**config.mk**
```make
export PLATFORM = sky130hd
export DESIGN_NAME = gwc_top
export DESIGN_NICKNAME = d
export VERILOG_FILES = /design/src/shared/gwc_pkg.sv /design/src/shared/gwc_timer_if.sv /design/src/verilog/gwc_period_timer.sv /design/src/verilog/gwc_sync2.sv /design/src/verilog/gwc_top.sv
export SDC_FILE = /design/constraint.sdc
export NUM_CORES = 1
export LEC_CHECK = 0
export BUFFER_PORTS_ARGS = -buffer_cell sky130_fd_sc_hd__buf_2
export CAP_MARGIN = 5
export CORE_MARGIN = 2
export CORE_UTILIZATION = 57
export DETAILED_ROUTE_END_ITERATION = 6
export PLACE_DENSITY = 0.77
export REMOVE_ABC_BUFFERS = 1
export SETUP_SLACK_MARGIN = 0.05
export SLEW_MARGIN = 5
export SYNTH_ARGS = -nofsm -noshare
export SYNTH_HDL_FRONTEND = slang
export SYNTH_HIERARCHICAL = 1
export SYNTH_SLANG_ARGS = --single-unit
```
**constraint.sdc**
```tcl
create_clock -name sys_clk -period 3.9 [get_ports sys_clk]
set_input_delay 0.585 -clock sys_clk [delete_from_list [all_inputs] [get_ports sys_clk]]
set_output_delay 0.585 -clock sys_clk [all_outputs]
set_load 0.1 [all_outputs]
```
**src/shared/gwc_pkg.sv**
```systemverilog
// constants for the global configuration and watchdog block
// assumes a single 250 MHz clock and the 8-bit internal register port
package gwc_pkg;

  // ---------------------------------------------------------------------
  // widths
  // ---------------------------------------------------------------------
  localparam int REG_W  = 8;
  localparam int ADDR_W = 8;
  localparam int TMR_W  = 36;

  // ---------------------------------------------------------------------
  // register offsets
  // ---------------------------------------------------------------------
  localparam logic [ADDR_W-1:0] ADDR_CFG_TWO   = 8'h01;
  localparam logic [ADDR_W-1:0] ADDR_CFG_THREE = 8'h02;

  // ---------------------------------------------------------------------
  // field positions
  // ---------------------------------------------------------------------
  localparam int BUS_WD_LSB = 6;
  localparam int LPM_BIT    = 5;
  localparam int RSVD_BIT   = 4;
  localparam int SLPC_BIT   = 3;
  localparam int EN_BIT     = 2;
  localparam int PER_LSB    = 0;
  localparam int CLR_LSB    = 0;

  // ---------------------------------------------------------------------
  // reset values and codes
  // ---------------------------------------------------------------------
  localparam logic [1:0]       BUS_WD_RST  = 2'h0;
  localparam logic             LPM_RST     = 1'b0;
  localparam logic             SLPC_RST    = 1'b0;
  localparam logic             EN_RST      = 1'b0;
  localparam logic [1:0]       PER_RST     = 2'h3;
  localparam logic [1:0]       CLR_RST     = 2'h0;
  localparam logic [1:0]       BUS_WD_OFF  = 2'h0;
  localparam logic [1:0]       CLR_CMD     = 2'h1;
  localparam logic [1:0]       CLR_IDLE    = 2'h0;
  localparam logic [REG_W-1:0] RD_ZERO     = 8'h00;

  // ---------------------------------------------------------------------
  // timing
  // ---------------------------------------------------------------------
  localparam longint CLK_HZ        = 64'd250_000_000;
  localparam longint CLK_PERIOD_NS = 64'd4;

  localparam longint SYS_WD_T0_S = 64'd2;
  localparam longint SYS_WD_T1_S = 64'd16;
  localparam longint SYS_WD_T2_S = 64'd64;
  localparam longint SYS_WD_T3_S = 64'd128;
  localparam longint SYS_WD_CYC0 = SYS_WD_T0_S * CLK_HZ;
  localparam longint SYS_WD_CYC1 = SYS_WD_T1_S * CLK_HZ;
  localparam longint SYS_WD_CYC2 = SYS_WD_T2_S * CLK_HZ;
  localparam longint SYS_WD_CYC3 = SYS_WD_T3_S * CLK_HZ;

  localparam longint BUS_WD_T1_NS = 64'd1_330_000;
  localparam longint BUS_WD_T2_NS = 64'd35_700_000;
  localparam longint BUS_WD_T3_NS = 64'd41_700_000;
  localparam longint BUS_WD_CYC1  = BUS_WD_T1_NS / CLK_PERIOD_NS;
  localparam longint BUS_WD_CYC2  = BUS_WD_T2_NS / CLK_PERIOD_NS;
  localparam longint BUS_WD_CYC3  = BUS_WD_T3_NS / CLK_PERIOD_NS;

  // ---------------------------------------------------------------------
  // configuration load sequence
  // ---------------------------------------------------------------------
  typedef enum logic [1:0] {
    GWC_LOAD = 2'b01,
    GWC_RUN  = 2'b10
  } gwc_load_t;

endpackage : gwc_pkg

```
**src/shared/gwc_timer_if.sv**
```systemverilog
// control and expiry signals of one period timer
// assumes both ends run on sys_clk
`timescale 1ns/1ps
`default_nettype none

interface gwc_timer_if;
  import gwc_pkg::*;

  logic             run;
  logic             clr;
  logic [TMR_W-1:0] limit;
  logic             expired;

  modport ctrl  (output run, output clr, output limit, input expired);
  modport timer (input run, input clr, input limit, output expired);

endinterface : gwc_timer_if

`default_nettype wire

```
**src/verilog/gwc_period_timer.sv**
```systemverilog
// free-running period timer with clear and one-cycle expiry pulse
// assumes limit is at least one and stable while run is high
`timescale 1ns/1ps
`default_nettype none

module gwc_period_timer (
  input  wire logic sys_clk,
  input  wire logic rst_n,
  gwc_timer_if.timer tif
);
  import gwc_pkg::*;

  logic [TMR_W-1:0] count_q;
  logic             hit;

  // count restarts after each expiry so a missed service keeps firing
  assign hit = (count_q >= (tif.limit - TMR_W'(1)));

  always_ff @(posedge sys_clk or negedge rst_n) begin
    if (!rst_n) begin
      count_q     <= '0;
      tif.expired <= 1'b0;
    end else if (!tif.run || tif.clr) begin
      count_q     <= '0;
      tif.expired <= 1'b0;
    end else if (hit) begin
      count_q     <= '0;
      tif.expired <= 1'b1;
    end else begin
      count_q     <= count_q + TMR_W'(1);
      tif.expired <= 1'b0;
    end
  end

endmodule : gwc_period_timer

`default_nettype wire

```
**src/verilog/gwc_sync2.sv**
```systemverilog
// two-flop synchroniser for one level
// assumes the input may change at any time relative to sys_clk
`timescale 1ns/1ps
`default_nettype none

module gwc_sync2 (
  input  wire logic sys_clk,
  input  wire logic rst_n,
  input  wire logic d,
  output var  logic q
);

  logic meta_q;

  always_ff @(posedge sys_clk or negedge rst_n) begin
    if (!rst_n) begin
      meta_q <= 1'b0;
      q      <= 1'b0;
    end else begin
      meta_q <= d;
      q      <= meta_q;
    end
  end

endmodule : gwc_sync2

`default_nettype wire

```
**src/verilog/gwc_top.sv**
```systemverilog
// global configuration registers, bus watchdog and system watchdog
// assumes the serial bus decoder presents one-cycle read and write strobes,
// and that shutdown, sleep and power-off levels come from logic on sys_clk
`timescale 1ns/1ps
`default_nettype none

// Functional notes
// - bus watchdog code 00 off; 01,10,11 give 1.33, 35.7, 41.7 ms.
// - low-power bit high drives global low-power signal high, else the synchronised pin-zero input decides.
// - global low-power signal is register bit OR pin-zero alternate input.
// - sleep auto-clear bit set clears watchdog count while in sleep.
// - system watchdog runs only while its enable bit is one.
// - with enable lock, a set enable cannot be cleared until shutdown.
// - system watchdog period codes give 2, 16, 64, 128 seconds.
// - with period lock, period writes are taken only while disabled.
// - writing 01 to clear field restarts count; other codes are stored but do not restart it.
// - clear field returns to 00 by itself after a 01 write.
// - power-off start also stops the running system watchdog.
module gwc_top #(
  parameter logic [gwc_pkg::TMR_W-1:0] SYS_WD_CYC_0 = gwc_pkg::TMR_W'(gwc_pkg::SYS_WD_CYC0),
  parameter logic [gwc_pkg::TMR_W-1:0] SYS_WD_CYC_1 = gwc_pkg::TMR_W'(gwc_pkg::SYS_WD_CYC1),
  parameter logic [gwc_pkg::TMR_W-1:0] SYS_WD_CYC_2 = gwc_pkg::TMR_W'(gwc_pkg::SYS_WD_CYC2),
  parameter logic [gwc_pkg::TMR_W-1:0] SYS_WD_CYC_3 = gwc_pkg::TMR_W'(gwc_pkg::SYS_WD_CYC3),
  parameter logic [gwc_pkg::TMR_W-1:0] BUS_WD_CYC_1 = gwc_pkg::TMR_W'(gwc_pkg::BUS_WD_CYC1),
  parameter logic [gwc_pkg::TMR_W-1:0] BUS_WD_CYC_2 = gwc_pkg::TMR_W'(gwc_pkg::BUS_WD_CYC2),
  parameter logic [gwc_pkg::TMR_W-1:0] BUS_WD_CYC_3 = gwc_pkg::TMR_W'(gwc_pkg::BUS_WD_CYC3)
) (
  input  wire logic                        sys_clk,
  input  wire logic                        rst_n,
  input  wire logic                        regWrEn,
  input  wire logic                        regRdEn,
  input  wire logic [gwc_pkg::ADDR_W-1:0]  regAddr,
  input  wire logic [gwc_pkg::REG_W-1:0]   regWrData,
  output var  logic [gwc_pkg::REG_W-1:0]   regRdData,
  input  wire logic                        busActive,
  output var  logic                        busWdTimeout,
  input  wire logic                        gpioZeroAltIn,
  input  wire logic                        sleepState,
  input  wire logic                        powerOffStart,
  input  wire logic                        globalShutdown,
  input  wire logic                        otpEnableLock,
  input  wire logic                        otpPeriodLock,
  input  wire logic                        otpEnableDefault,
  output var  logic                        globalLowPower,
  output var  logic                        sysWdTimeout,
  output var  logic                        sysWdRunning
);
  import gwc_pkg::*;

  // ---------------------------------------------------------------------
  // declarations
  // ---------------------------------------------------------------------
  gwc_load_t        loadState_q;
  logic [1:0]       busWdPeriod_q;
  logic             lowPowerBit_q;
  logic             sleepAutoClear_q;
  logic             sysWdEnable_q;
  logic             sysWdEnable_d;
  logic [1:0]       sysWdPeriod_q;
  logic [1:0]       sysWdPeriod_d;
  logic [1:0]       sysWdClear_q;
  logic             powerOffSeen_q;
  logic             clrPulse_q;
  logic             gpioZeroSync;
  logic             loadNow;
  logic             wrCfgTwo;
  logic             wrCfgThree;
  logic [1:0]       wrBusPeriod;
  logic             wrEnable;
  logic [1:0]       wrPeriod;
  logic [1:0]       wrClear;
  logic [TMR_W-1:0] sysLimit;
  logic [TMR_W-1:0] busLimit;

  gwc_timer_if sysTmr ();
  gwc_timer_if busTmr ();

  // ---------------------------------------------------------------------
  // write decode
  // ---------------------------------------------------------------------
  // other addresses match neither decode, so their writes are dropped
  assign wrCfgTwo    = regWrEn && (regAddr == ADDR_CFG_TWO);
  assign wrCfgThree  = regWrEn && (regAddr == ADDR_CFG_THREE);
  assign wrBusPeriod = regWrData[BUS_WD_LSB +: 2];
  assign wrEnable    = regWrData[EN_BIT];
  assign wrPeriod    = regWrData[PER_LSB +: 2];
  assign wrClear     = regWrData[CLR_LSB +: 2];

  // defaults load in the first cycle after reset release and on shutdown
  assign loadNow = (loadState_q == GWC_LOAD) || globalShutdown;

  // ---------------------------------------------------------------------
  // load sequence
  // ---------------------------------------------------------------------
  // the lock straps are only read once reset has gone, never under it
  always_ff @(posedge sys_clk or negedge rst_n) begin
    if (!rst_n) begin
      loadState_q <= GWC_LOAD;
    end else begin
      case (loadState_q)
        GWC_LOAD: loadState_q <= GWC_RUN;
        GWC_RUN:  loadState_q <= GWC_RUN;
        default:  loadState_q <= GWC_LOAD;
      endcase
    end
  end

  // ---------------------------------------------------------------------
  // pin synchroniser
  // ---------------------------------------------------------------------
  // the pin is asynchronous, so it passes two flops before any use
  gwc_sync2 u_gpio_sync (
    .sys_clk (sys_clk),
    .rst_n   (rst_n),
    .d       (gpioZeroAltIn),
    .q       (gpioZeroSync)
  );

  // ---------------------------------------------------------------------
  // plain configuration fields
  // ---------------------------------------------------------------------
  always_ff @(posedge sys_clk or negedge rst_n) begin
    if (!rst_n) begin
      busWdPeriod_q    <= BUS_WD_RST;
      lowPowerBit_q    <= LPM_RST;
      sleepAutoClear_q <= SLPC_RST;
    end else if (loadNow) begin
      busWdPeriod_q    <= BUS_WD_RST;
      lowPowerBit_q    <= LPM_RST;
      sleepAutoClear_q <= SLPC_RST;
    end else if (wrCfgTwo) begin
      busWdPeriod_q    <= wrBusPeriod;
      lowPowerBit_q    <= regWrData[LPM_BIT];
      sleepAutoClear_q <= regWrData[SLPC_BIT];
    end
  end

  // ---------------------------------------------------------------------
  // watchdog enable and period with lock straps
  // ---------------------------------------------------------------------
  always_comb begin
    sysWdEnable_d = sysWdEnable_q;
    sysWdPeriod_d = sysWdPeriod_q;
    if (wrCfgTwo) begin
      // a locked, already set enable ignores a clearing write
      if (!(otpEnableLock && sysWdEnable_q)) begin
        sysWdEnable_d = wrEnable;
      end
      // period is judged against the enable before this write
      if (!(otpPeriodLock && sysWdEnable_q)) begin
        sysWdPeriod_d = wrPeriod;
      end
    end
  end

  always_ff @(posedge sys_clk or negedge rst_n) begin
    if (!rst_n) begin
      sysWdEnable_q <= EN_RST;
      sysWdPeriod_q <= PER_RST;
    end else if (loadNow) begin
      sysWdEnable_q <= otpEnableDefault;
      sysWdPeriod_q <= PER_RST;
    end else begin
      sysWdEnable_q <= sysWdEnable_d;
      sysWdPeriod_q <= sysWdPeriod_d;
    end
  end

  // ---------------------------------------------------------------------
  // clear field and command
  // ---------------------------------------------------------------------
  always_ff @(posedge sys_clk or negedge rst_n) begin
    if (!rst_n) begin
      sysWdClear_q <= CLR_RST;
    end else if (loadNow) begin
      sysWdClear_q <= CLR_RST;
    end else if (wrCfgThree) begin
      sysWdClear_q <= wrClear;
    end else if (sysWdClear_q == CLR_CMD) begin
      sysWdClear_q <= CLR_IDLE;
    end
  end

  // only the exact command code restarts the count
  always_ff @(posedge sys_clk or negedge rst_n) begin
    if (!rst_n) begin
      clrPulse_q <= 1'b0;
    end else begin
      clrPulse_q <= wrCfgThree && (wrClear == CLR_CMD) && !loadNow;
    end
  end

  // ---------------------------------------------------------------------
  // power-off stop
  // ---------------------------------------------------------------------
  // held until shutdown; software cannot restart a watchdog that power-off stopped
  always_ff @(posedge sys_clk or negedge rst_n) begin
    if (!rst_n) begin
      powerOffSeen_q <= 1'b0;
    end else if (powerOffStart) begin
      powerOffSeen_q <= 1'b1;
    end else if (globalShutdown) begin
      powerOffSeen_q <= 1'b0;
    end
  end

  // ---------------------------------------------------------------------
  // system watchdog timer
  // ---------------------------------------------------------------------
  // a shorter code can expire at once on an old count; clear first
  always_comb begin
    case (sysWdPeriod_q)
      2'h0:    sysLimit = SYS_WD_CYC_0;
      2'h1:    sysLimit = SYS_WD_CYC_1;
      2'h2:    sysLimit = SYS_WD_CYC_2;
      default: sysLimit = SYS_WD_CYC_3;
    endcase
  end

  // held low while loading, so every shutdown restarts the count
  assign sysTmr.run   = sysWdEnable_q && !powerOffSeen_q && !loadNow;
  assign sysTmr.clr   = clrPulse_q || (sleepAutoClear_q && sleepState);
  assign sysTmr.limit = sysLimit;

  gwc_period_timer u_sys_timer (
    .sys_clk (sys_clk),
    .rst_n   (rst_n),
    .tif     (sysTmr)
  );

  // ---------------------------------------------------------------------
  // bus watchdog timer
  // ---------------------------------------------------------------------
  always_comb begin
    case (busWdPeriod_q)
      2'h1:    busLimit = BUS_WD_CYC_1;
      2'h2:    busLimit = BUS_WD_CYC_2;
      2'h3:    busLimit = BUS_WD_CYC_3;
      default: busLimit = BUS_WD_CYC_3;
    endcase
  end

  // a stalled transfer is timed only while it lasts; idle bus never fires
  assign busTmr.run   = busActive && (busWdPeriod_q != BUS_WD_OFF);
  // a register access shows the bus still moves, so the stall count restarts
  assign busTmr.clr   = regWrEn || regRdEn;
  assign busTmr.limit = busLimit;

  gwc_period_timer u_bus_timer (
    .sys_clk (sys_clk),
    .rst_n   (rst_n),
    .tif     (busTmr)
  );

  // ---------------------------------------------------------------------
  // outputs
  // ---------------------------------------------------------------------
  // registered, so followers never see a decode glitch
  always_ff @(posedge sys_clk or negedge rst_n) begin
    if (!rst_n) begin
      globalLowPower <= 1'b0;
    end else begin
      globalLowPower <= lowPowerBit_q || gpioZeroSync;
    end
  end

  always_ff @(posedge sys_clk or negedge rst_n) begin
    if (!rst_n) begin
      sysWdTimeout <= 1'b0;
      busWdTimeout <= 1'b0;
      sysWdRunning <= 1'b0;
    end else begin
      sysWdTimeout <= sysTmr.expired;
      busWdTimeout <= busTmr.expired;
      sysWdRunning <= sysTmr.run;
    end
  end

  // ---------------------------------------------------------------------
  // read path
  // ---------------------------------------------------------------------
  // reserved bits read as zero; software must not rely on bit 4
  always_ff @(posedge sys_clk or negedge rst_n) begin
    if (!rst_n) begin
      regRdData <= RD_ZERO;
    end else if (regRdEn) begin
      if (regAddr == ADDR_CFG_TWO) begin
        regRdData <= {busWdPeriod_q, lowPowerBit_q, 1'b0,
                      sleepAutoClear_q, sysWdEnable_q, sysWdPeriod_q};
      end else if (regAddr == ADDR_CFG_THREE) begin
        regRdData <= {6'h00, sysWdClear_q};
      end else begin
        regRdData <= RD_ZERO;
      end
    end
  end

endmodule : gwc_top

`default_nettype wire
```
# Yosys cells after proc, flatten, opt, wreduce, memory -nomap -nowiden
# Index checks and enable logic that the tools add are counted.
dict set report classes {
  n_mux 30
  n_reduce_logical 28
  addsub 4
  magnitude_cmp 2
  eq_ne 12
}
# op n
set ops {}
lappend ops {{36-bit 2-to-1 mux} 4}
lappend ops {{35-bit case mux with 3 select lines} 1}
lappend ops {{36-bit by 1-bit adder with 36-bit output (second input constant)} 2}
lappend ops {{36-bit >= comparator} 2}
lappend ops {{24-bit case mux with 2 select lines} 1}
lappend ops {{35-bit by 1-bit subtractor with 36-bit output (second input constant)} 1}
lappend ops {{24-bit by 1-bit subtractor with 25-bit output (second input constant)} 1}
lappend ops {{2-bit 2-to-1 mux} 10}
lappend ops {{1-bit 2-to-1 mux} 13}
lappend ops {{2-bit by 1-bit == test with 1-bit output (second input constant)} 5}
lappend ops {{1-bit logical AND} 10}
lappend ops {{8-bit by 1-bit == test with 1-bit output (second input constant)} 1}
lappend ops {{8-bit by 2-bit == test with 1-bit output (second input constant)} 1}
lappend ops {{8-bit 2-to-1 mux} 1}
lappend ops {{2-bit == test (second input constant)} 3}
lappend ops {{1-bit logical OR} 6}
lappend ops {{2-bit nonzero test} 3}
lappend ops {{1-bit logical NOT} 4}
lappend ops {{2-bit != test (second input constant)} 2}
lappend ops {{2-bit AND reduction} 2}
lappend ops {{3-bit nonzero test} 1}
lappend ops {{2-bit logical NOT} 1}
lappend ops {{2-bit OR reduction} 1}
dict set report word_totals {
  out_inout_bits 12
  in_bits 28
  reg_bits 101
  wordCells 96
}

# Depth between registers and ports, before layout
# Gate-level depths: netlist of the first run.
dict set report depth {
  ltp_word 7
  mapped_depth 18
  ltp_nobuf 16
}

# By module
# The synthesis of the first run kept the hierarchy.
# mod seq_area_each_um2 cells_each area_per_inst_um2 n_inst
set by_module_without_submodules {}
lappend by_module_without_submodules {{gwc_period_timer at u_bus_timer} 925.9 362 3235.6 1}
lappend by_module_without_submodules {{gwc_period_timer at u_sys_timer} 925.9 351 3230.6 1}
lappend by_module_without_submodules {gwc_top 604.3 132 1340.0 1}
lappend by_module_without_submodules {gwc_sync2 50.0 2 50.0 1}

# Worst setup path after synthesis of the first run
# Ideal clock, no wire load.
dict set report synth_timing {
  kind {reg2reg}
  from {register sysWdPeriod_q[0]}
  to {register u_sys_timer.count_q[10]}
  t_arrival_ns 4.022
  setup_ns 0.086
  path_buffers 1
  path_stages_with_launch 15
  synth_period_minus_slack_ns 4.108
  required_time_ns 3.814
  slack_ns -0.208
  cell_sequence {dfstp_2 ha_1 inv_1 or4_4 or3_1 nor4_1 xnor2_1 ha_1 a21oi_1 nand2_1 a211o_1 o31ai_1 nand3_1 buf_2 nor3_1}
}
dict set report synth_via {
  elab_chain_cells 6
  elab_cells_between_ends 8
  cone_classes {add/sub (1); order compare (1); eq/ne (2); mux (3); reduce/logical (1)}
}
# item line_no
set synth_lines {}
lappend synth_lines {{from (decl)} gwc_top.sv:59} ;# logic [1:0] sysWdPeriod_q;
lappend synth_lines {{from (signal assigned)} gwc_top.sv:165} ;# sysWdPeriod_q <= sysWdPeriod_d;
lappend synth_lines {{2-bit == test, or another cell as far along} gwc_top.sv:212} ;# case (sysWdPeriod_q)
lappend synth_lines {{35-bit case mux with 3 select lines *} gwc_top.sv:212}
lappend synth_lines {{net sysLimit[20]} gwc_top.sv:72} ;# logic [TMR_W-1:0] sysLimit;
lappend synth_lines {{35-bit by 1-bit subtractor with 36-bit output *} gwc_period_timer.sv:17} ;# assign hit = (count_q >= (tif.limit - TMR_W'(1)));
lappend synth_lines {{36-bit >= comparator *} gwc_period_timer.sv:17}
lappend synth_lines {{36-bit 2-to-1 mux *} gwc_period_timer.sv:26} ;# end else if (hit) begin
lappend synth_lines {{36-bit 2-to-1 mux *} gwc_period_timer.sv:23} ;# end else if (!tif.run || tif.clr) begin
lappend synth_lines {{to (signal assigned)} gwc_period_timer.sv:30} ;# count_q <= count_q + TMR_W'(1);
lappend synth_lines {{to (decl)} gwc_period_timer.sv:13} ;# logic [TMR_W-1:0] count_q;
# The timed path passes the listed nets; every way through them passes the cells marked *.
# A chain may end at the register's enable or synchronous reset.

# Worst setup path in the final report of the first run
dict set report layout_timing {
  from {register sysWdPeriod_q[1]}
  to {register u_sys_timer.count_q[14]}
}
# The elaborated chain is that of the path after synthesis.

==> results of run 1 <==
## registers in the layout, summed over array words and instances (netlist names)
register,cells
sysWdClear_q,2
u_sys_timer/tif.expired,1
lowPowerBit_q,1
loadState_q,2
sysWdPeriod_q,2
regRdData,7
u_gpio_sync/meta_q,1
busWdPeriod_q,2
sysWdEnable_q,1
busWdTimeout,1
u_bus_timer/tif.expired,1
clrPulse_q,1
sleepAutoClear_q,1
sysWdRunning,1
u_gpio_sync/q,1
sysWdTimeout,1
u_bus_timer/count_q,36
globalLowPower,1
u_sys_timer/count_q,36
powerOffSeen_q,1
## layout by cell type, fill, tap and decap left out, types with 35 or more instances in the layout
master	n
dfrtp_1	96
nand3_1	39
ha_1	85
nor3_1	61
nand2_1	51
buf_2	36
nand4_1	39
buf_4	35
nor2_1	50
conb_1	94
xor2_1	64
xnor2_1	68
## layer usage
| layer | up-vias | GRT usage [%] | routed length (um) |
|---|---|---|---|
| met3 | 31 | 3.67 | 554 |
| met4 | 0 | 8.98 | 367 |
| li1 | 3323 | - | - |
| met2 | 124 | 39.4 | 8370 |
| met5 | - | 0 | 0 |
| met1 | 3121 | 34.1 | 8370 |
## critical path, cell delays in order, from the launching register on
cell,delay (ns)
dfstp_2,0.60
ha_4,0.16
inv_2,0.04
or4_4,0.51
or3_4,0.40
nor4_4,0.23
xnor2_1,0.17
ha_1,0.30
a21oi_2,0.12
nand2_1,0.06
a211o_1,0.29
o31ai_4,0.24
nand3_4,0.16
buf_8,0.25
nor3_4,0.20
## final cells by class
type	count	area [um2]	area share (%)
Clock buffer	11	243	2.51
Inverter	30	115	1.19
Timing Repair Buffer	82	654	6.77
Clock inverter	5	58.8	0.608
Multi-Input combinational cell	785	5870	60.7
Sequential cell	100	2510	25.9
Tap cell	176	220	2.28
## power groups by stage
stage                     combinational [uW]  clock (uW)  sequential (uW)
after global routing                     181         974             1040
after CTS                                147         938             1040
after detailed placement                 145           0             1060
final                                    158         915             1040
after floorplan                         81.9           0             1070
after global placement                   142           0             1060
## through the flow
stage,std cells,total power [uW]
2_1_floorplan,915,1150
3_3_place_gp,1160,1210
3_5_place_dp,1160,1210
4_1_cts,1183,2130
5_1_grt,1189,2200
6_report,1189,2120
## cells by family after synthesis
kind of cell             after synthesis  share of synthesized area, %
AO/OA/AOI/OAI                         86                          7.60
buffers and inverters                 54                          2.91
flip-flops                           100                          31.9
other                                  2                        0.0956
adder cells (fa/ha/maj)               89                          14.2
AND/OR/NAND/NOR                      383                          28.5
XOR/XNOR                             133                          14.8
## what timing repair did
item	in CTS	in global routing
pin swaps	14	35
resized for setup	22	70
endpoints found under the setup margin	60	72
cloned	2	3
setup buffers	5	4
## worst paths after layout
kind / depth (start not counted) / slack (ns) / start / end
max: 14 / 0.11 / sysWdPeriod_q[1] / u_sys_timer/count_q[14]
min: 1 / 0.26 / rst_n / u_sys_timer/count_q[3]
max reg2reg: 14 / 0.11 / sysWdPeriod_q[1] / u_sys_timer/count_q[14]
min reg2reg: 0 / 0.35 / u_sys_timer/tif.expired / sysWdTimeout
max in group asynchronous: 2 / 2.75 / rst_n / loadState_q[0]
min in group sys_clk: 1 / 0.34 / gpioZeroAltIn / u_gpio_sync/meta_q
==> run_results.csv, run 1 <==
group,metric,value,unit
placement,placed_area,8750,um2
placement,gp_congestion,0.837,
layout,fin_area,9670,um2
critical_path,start_kind,"flop",
detailed_routing,drtIter0Drc,275,
floorplanning,pin_count,40,
power,p_int,1610,uW
global_route,grt_max_degree,53,
sta,finalWorstSetupSlack,0.105,ns
detailed_routing,dr_total_vias,6599,
synthesis,synth_top_cell_by_area,"dfrtp_1",
clocking,clock_sinks,100,
layout,drive_gt1_share,19.8,%
job,max_cap_viol_count,0,
layout,areaGrowthSynthToFinish,23.1,%
detailed_routing,detail-route-antenna-nets,0,
layout,fin_util,72.5,%
synthesis,avgSynthCellArea,9.28,um2
global_route,grt_pass1_wl,29.6,mm
synthesis,synth_edf_count,0,
floorplanning,rows,42,
critical_path,endpoint_kind,"flop",
floorplanning,core-area,13300,um2
layout,nets,1125,
global_route,overflow,0,
synthesis,synth_top_area_share,30.9,%
layout,nFillCells,1009,
clocking,htreeDepth,3,
detailed_routing,vias_per_cell,5.55,
synthesis,synthArstFlopShare,100,%
critical_path,critPathArrivalTime,4.07,ns
outcome,outcome,"finished clean",
power,combPwrFrac,7.4,%
synthesis,synth_seq_cells,100,
synthesis,yosysSeqAreaShare,31.9,%
synthesis,synth_top_cells_by_count,"dfrtp_1 (97), nor3_1 (95), ha_1 (89), xnor2_1 (68), xor2_1 (65)",
sta,worst_clock_skew,0.00624,ns
critical_path,worstPathMaxFanout,15,
sta,period_share,97.3,%
synthesis,ys.flop_type,"dfrtp_1",
detailed_routing,routed_wl,17.7,mm
worst_hold_path,hp-class,"input port to async pin",
sta,hold_viol_final,0,
clocking,cts_tree,"built",
detailed_routing,drc,0,
global_route,grt_antenna_before_repair,0,
synthesis,yosysWarnings,6,
clocking,clk_pin_slew,0.07,ns
sta,setup_viol,0,
placement,post-place-ws,-0.0468,ns
placement,dp_hpwl,12.3,mm
floorplanning,dieWidth,121,um
synthesis,synth_cell_types,66,
placement,portBuffers,37,
floorplanning,die_height,121,um
synthesis,netlist_instances,847,
sta,min_period,3.79,ns
synthesis,yosysMostFrequentCell,"dfrtp_1",
sta,rsz0062_at_grt,"true",
power,p_clk_share,43.2,%
critical_path,critical_path_required,4.17,ns
power,power_leakage,0.00414,uW
power,power_frac_seq,49.3,%
sta,whs,0.265,ns
clocking,insertion_delay,0.36,ns
detailed_routing,first_pass_iters,5,
layout,antenna_cells,0,
clocking,cts_made_buffers,9,
synthesis,synth_area_leaders,"dfrtp_1 (31%), ha_1 (14%), xnor2_1 (7.6%), xor2_1 (7.2%), nor3_1 (6.1%)",
sta,tns,0,ns
sta,worst_pin_slew,0.879,ns
clocking,root_buffer,"clkbuf_16",
power,p_per_area,219,nW/um2
sta,slew_violations,0,
global_route,first_global_vias,6285,
clocking,cts_buffer_depth,2,
sta,max_freq,264,MHz
sta,slew-limit-headroom,40.9,%
power,switching_share,24.0,%
floorplanning,dieArea,14700,um2
detailed_routing,routedWlPerCell,14.9,um
floorplanning,initial_core_util,58.9,%
global_route,grtUsageTotal,24.7,%
clocking,postCtsHoldBufs,0,
power,power.switching,508,uW
synthesis,synth_area,7860,um2
critical_path,critical_path_class,"flop to flop",
power,peakVddDrop,0.301,mV
Note: power is estimated with default switching activity, not from simulation.
==> run 2, diff against run 1 <==
--- a/config.mk
+++ b/config.mk
@@ -9,12 +9,12 @@
 export CAP_MARGIN = 5
 export CORE_MARGIN = 2
 export CORE_UTILIZATION = 57
+export CTS_BUF_LIST = sky130_fd_sc_hd__clkbuf_4 sky130_fd_sc_hd__clkbuf_8
 export DETAILED_ROUTE_END_ITERATION = 6
-export PLACE_DENSITY = 0.77
+export PLACE_DENSITY = 0.78
 export REMOVE_ABC_BUFFERS = 1
-export SETUP_SLACK_MARGIN = 0.05
+export SETUP_SLACK_MARGIN = 0.02
 export SLEW_MARGIN = 5
 export SYNTH_ARGS = -nofsm -noshare
 export SYNTH_HDL_FRONTEND = slang
-export SYNTH_HIERARCHICAL = 1
 export SYNTH_SLANG_ARGS = --single-unit
==> run_results.csv, run 2 <==
group,metric,value,unit
placement,gp_congestion,0.833,
global_route,grt_pass1_wl,20.3,mm
global_route,first_global_vias,4460,
synthesis,yosysSeqAreaShare,43.8,%
detailed_routing,drc,0,
sta,period_share,81.6,%
clocking,cts_buffer_depth,2,
power,switching_share,25.0,%
placement,placed_area,6080,um2
power,power_leakage,0.00273,uW
power,p_int,1310,uW
synthesis,yosysMostFrequentCell,"dfrtp_1",
detailed_routing,routed_wl,11.4,mm
synthesis,yosysWarnings,0,
detailed_routing,wl_met3,248,um
layout,top_regs,"u_bus_timer.count_q x36, u_sys_timer.count_q x36, regRdData x7",
critical_path,critical_path_required,4.16,ns
synthesis,synth_cell_types,47,
placement,portBuffers,37,
synthesis,synth_edf_count,0,
power,p_clk_share,34.9,%
synthesis,synth_area_leaders,"dfrtp_1 (42%), ha_1 (12%), xnor2_1 (5.5%), nor3_1 (4.5%), a211oi_2 (3.9%)",
worst_hold_path,hp-class,"input port to async pin",
clocking,clock_sinks,100,
power,peakVddDrop,0.229,mV
critical_path,slowest_delay,0.56,ns
detailed_routing,dr_total_vias,4303,
critical_path,critPathArrivalTime,3.45,ns
layout,mostFrequentLayoutCell,"dfrtp_1",
power,finalPower,1750,uW
clocking,cts_made_buffers,9,
floorplanning,initial_core_util,58.6,%
clocking,insertion_delay,0.38,ns
floorplanning,dieWidth,104,um
critical_path,critPathMostFrequentCell,"ha_1",
global_route,grt_max_degree,42,
layout,antenna_cells,0,
critical_path,crit_buf_inv,1,
synthesis,synth_seq_cells,100,
critical_path,critical_path_class,"flop to flop",
sta,setup_viol,0,
detailed_routing,first_pass_iters,4,
layout,areaGrowthSynthToFinish,9.44,%
critical_path,worstPathMaxFanout,23,
critical_path,endpoint_kind,"flop",
sta,min_period,3.18,ns
sta,hold_viol_final,0,
sta,worst_pin_slew,1.22,ns
critical_path,start_kind,"flop",
detailed_routing,detail-route-antenna-nets,0,
placement,dp_hpwl,8.14,mm
sta,slew-limit-headroom,18.3,%
clocking,clk_pin_slew,0.09,ns
sta,tns,0,ns
detailed_routing,dr_wl_met2,5.75,mm
clocking,post_cts_resized,0,
critical_path,critPathTopFamily,"compound AO/OA/AOI/OAI gates",
detailed_routing,routedWlPerCell,15.2,um
floorplanning,dieArea,10900,um2
synthesis,synth_top_area_share,42.4,%
layout,drive_gt1_share,14.0,%
clocking,htreeDepth,3,
floorplanning,rows,36,
global_route,overflow,0,
sta,worst_clock_skew,0.0133,ns
detailed_routing,top_layer,"met4",
outcome,outcome,"finished clean",
synthesis,netlist_instances,567,
sta,max_freq,314,MHz
detailed_routing,wl_met1,5.19,mm
synthesis,synthArstFlopShare,100,%
layout,fin_area,6260,um2
power,combPwrFrac,5.1,%
synthesis,synth_top_cells_by_count,"dfrtp_1 (97), ha_1 (56), nor3_1 (52), nand2_1 (36), xnor2_1 (36)",
power,p_per_area,280,nW/um2
clocking,cts_tree,"built",
global_route,grt_antenna_before_repair,0,
layout,final_cell_mix,"dfrtp_1 (97), ha_1 (56), nor3_1 (52)",
critical_path,worstPathCellList,"inv_1 > ha_1 > ha_1 > a2111oi_0 > o21ai_0 > a221o_1 > a21o_1 > a211oi_1",
power,power.switching,438,uW
synthesis,synth_area,5720,um2
layout,fin_util,64.1,%
critical_path,cpMaxStageDelayCell,"a21o_1",
synthesis,avgSynthCellArea,10.1,um2
clocking,post-cts-setup-buffers,0,
synthesis,synth_top_cell_by_area,"dfrtp_1",
clocking,root_buffer,"clkbuf_8",
power,power_frac_seq,60.1,%
sta,slew_violations,0,
detailed_routing,vias_per_cell,5.74,
synthesis,ys.flop_type,"dfrtp_1",
floorplanning,pin_count,40,
global_route,grtUsageTotal,22.7,%
clocking,postCtsHoldBufs,0,
job,max_cap_viol_count,0,
detailed_routing,drtIter0Drc,151,
floorplanning,core-area,9770,um2
layout,nets,695,
sta,rsz0062_at_grt,"false",
floorplanning,die_height,104,um
[run 2: changes by cell type in the layout (fill, tap and decap cells not counted), sizes merged, moves of 16 or more]
cell,previous run,this run
nand4,41,22
nor3,101,52
xnor2,68,36
xor2,65,21
nor2,52,22
buf,79,43
nand2,52,36
ha,89,56
a211oi,3,26
conb,94,14
[run 2: kinds of logic after synthesis]
group                      count (synthesis)  synth area share, %
xor gates and xnor gates                  57                 8.72
adders and majority gates                 56                 12.2
AOI/OAI and AO/OA                         85                 11.6
other                                      1               0.0655
DFF                                      100                 43.8
buffers and inverters                     56                 4.15
and+or+nand+nor                          212                 19.5
[run 2: final cells by class]
class | count | area, um2
fillers | 797 | 3510
repair buffers | 43 | 245
clock inverters | 6 | 50.0
clock buffers | 10 | 131
flip-flops and latches | 100 | 2510
inverters | 33 | 124
multi-input cells | 424 | 3040
well taps | 133 | 166
[run 2: path summary, 6_finish.rpt]
kind | start | end | slack, ns | cells after the start
min reg2reg | u_sys_timer.tif.expired | sysWdTimeout | 0.36 | 0
max reg2reg | busWdPeriod_q[0] | u_bus_timer.count_q[0] | 0.72 | 8
max in group asynchronous | rst_n | u_bus_timer.count_q[22] | 2.89 | 2
min in group sys_clk | gpioZeroAltIn | u_gpio_sync.meta_q | 0.32 | 1
max | busWdPeriod_q[0] | u_bus_timer.count_q[0] | 0.72 | 8
min | rst_n | regRdData[5] | 0.14 | 1
[run 2: metal layers]
| layer | GRT usage [%] | vias up |
|---|---|---|
| li1 | - | 2117 |
| met1 | 28.4 | 2121 |
| met2 | 39.3 | 52 |
| met3 | 5.20 | 13 |
| met4 | 6.66 | 0 |
| met5 | 0 | - |
[run 2: stage by stage]
| stage | setup WS [ns] | hold WS (ns) | cells |
|---|---|---|---|
| floorplan | -0.421 | 0.289 | 557 |
| global placement | 0.776 | 0.332 | 733 |
| detailed placement | 0.722 | 0.339 | 733 |
| CTS | 0.686 | 0.154 | 749 |
| global route | 0.431 | 0.161 | 749 |
| finish | 0.717 | 0.144 | 749 |
[run 2: power groups by stage]
stage	sequential [uW]	combinational, uW	clock [uW]
2_1_floorplan	1090	21.6	0
3_3_place_gp	1070	88.1	0
3_5_place_dp	1070	90.1	0
4_1_cts	1050	90.2	629
5_1_grt	1050	98.8	672
6_report	1050	88.5	610
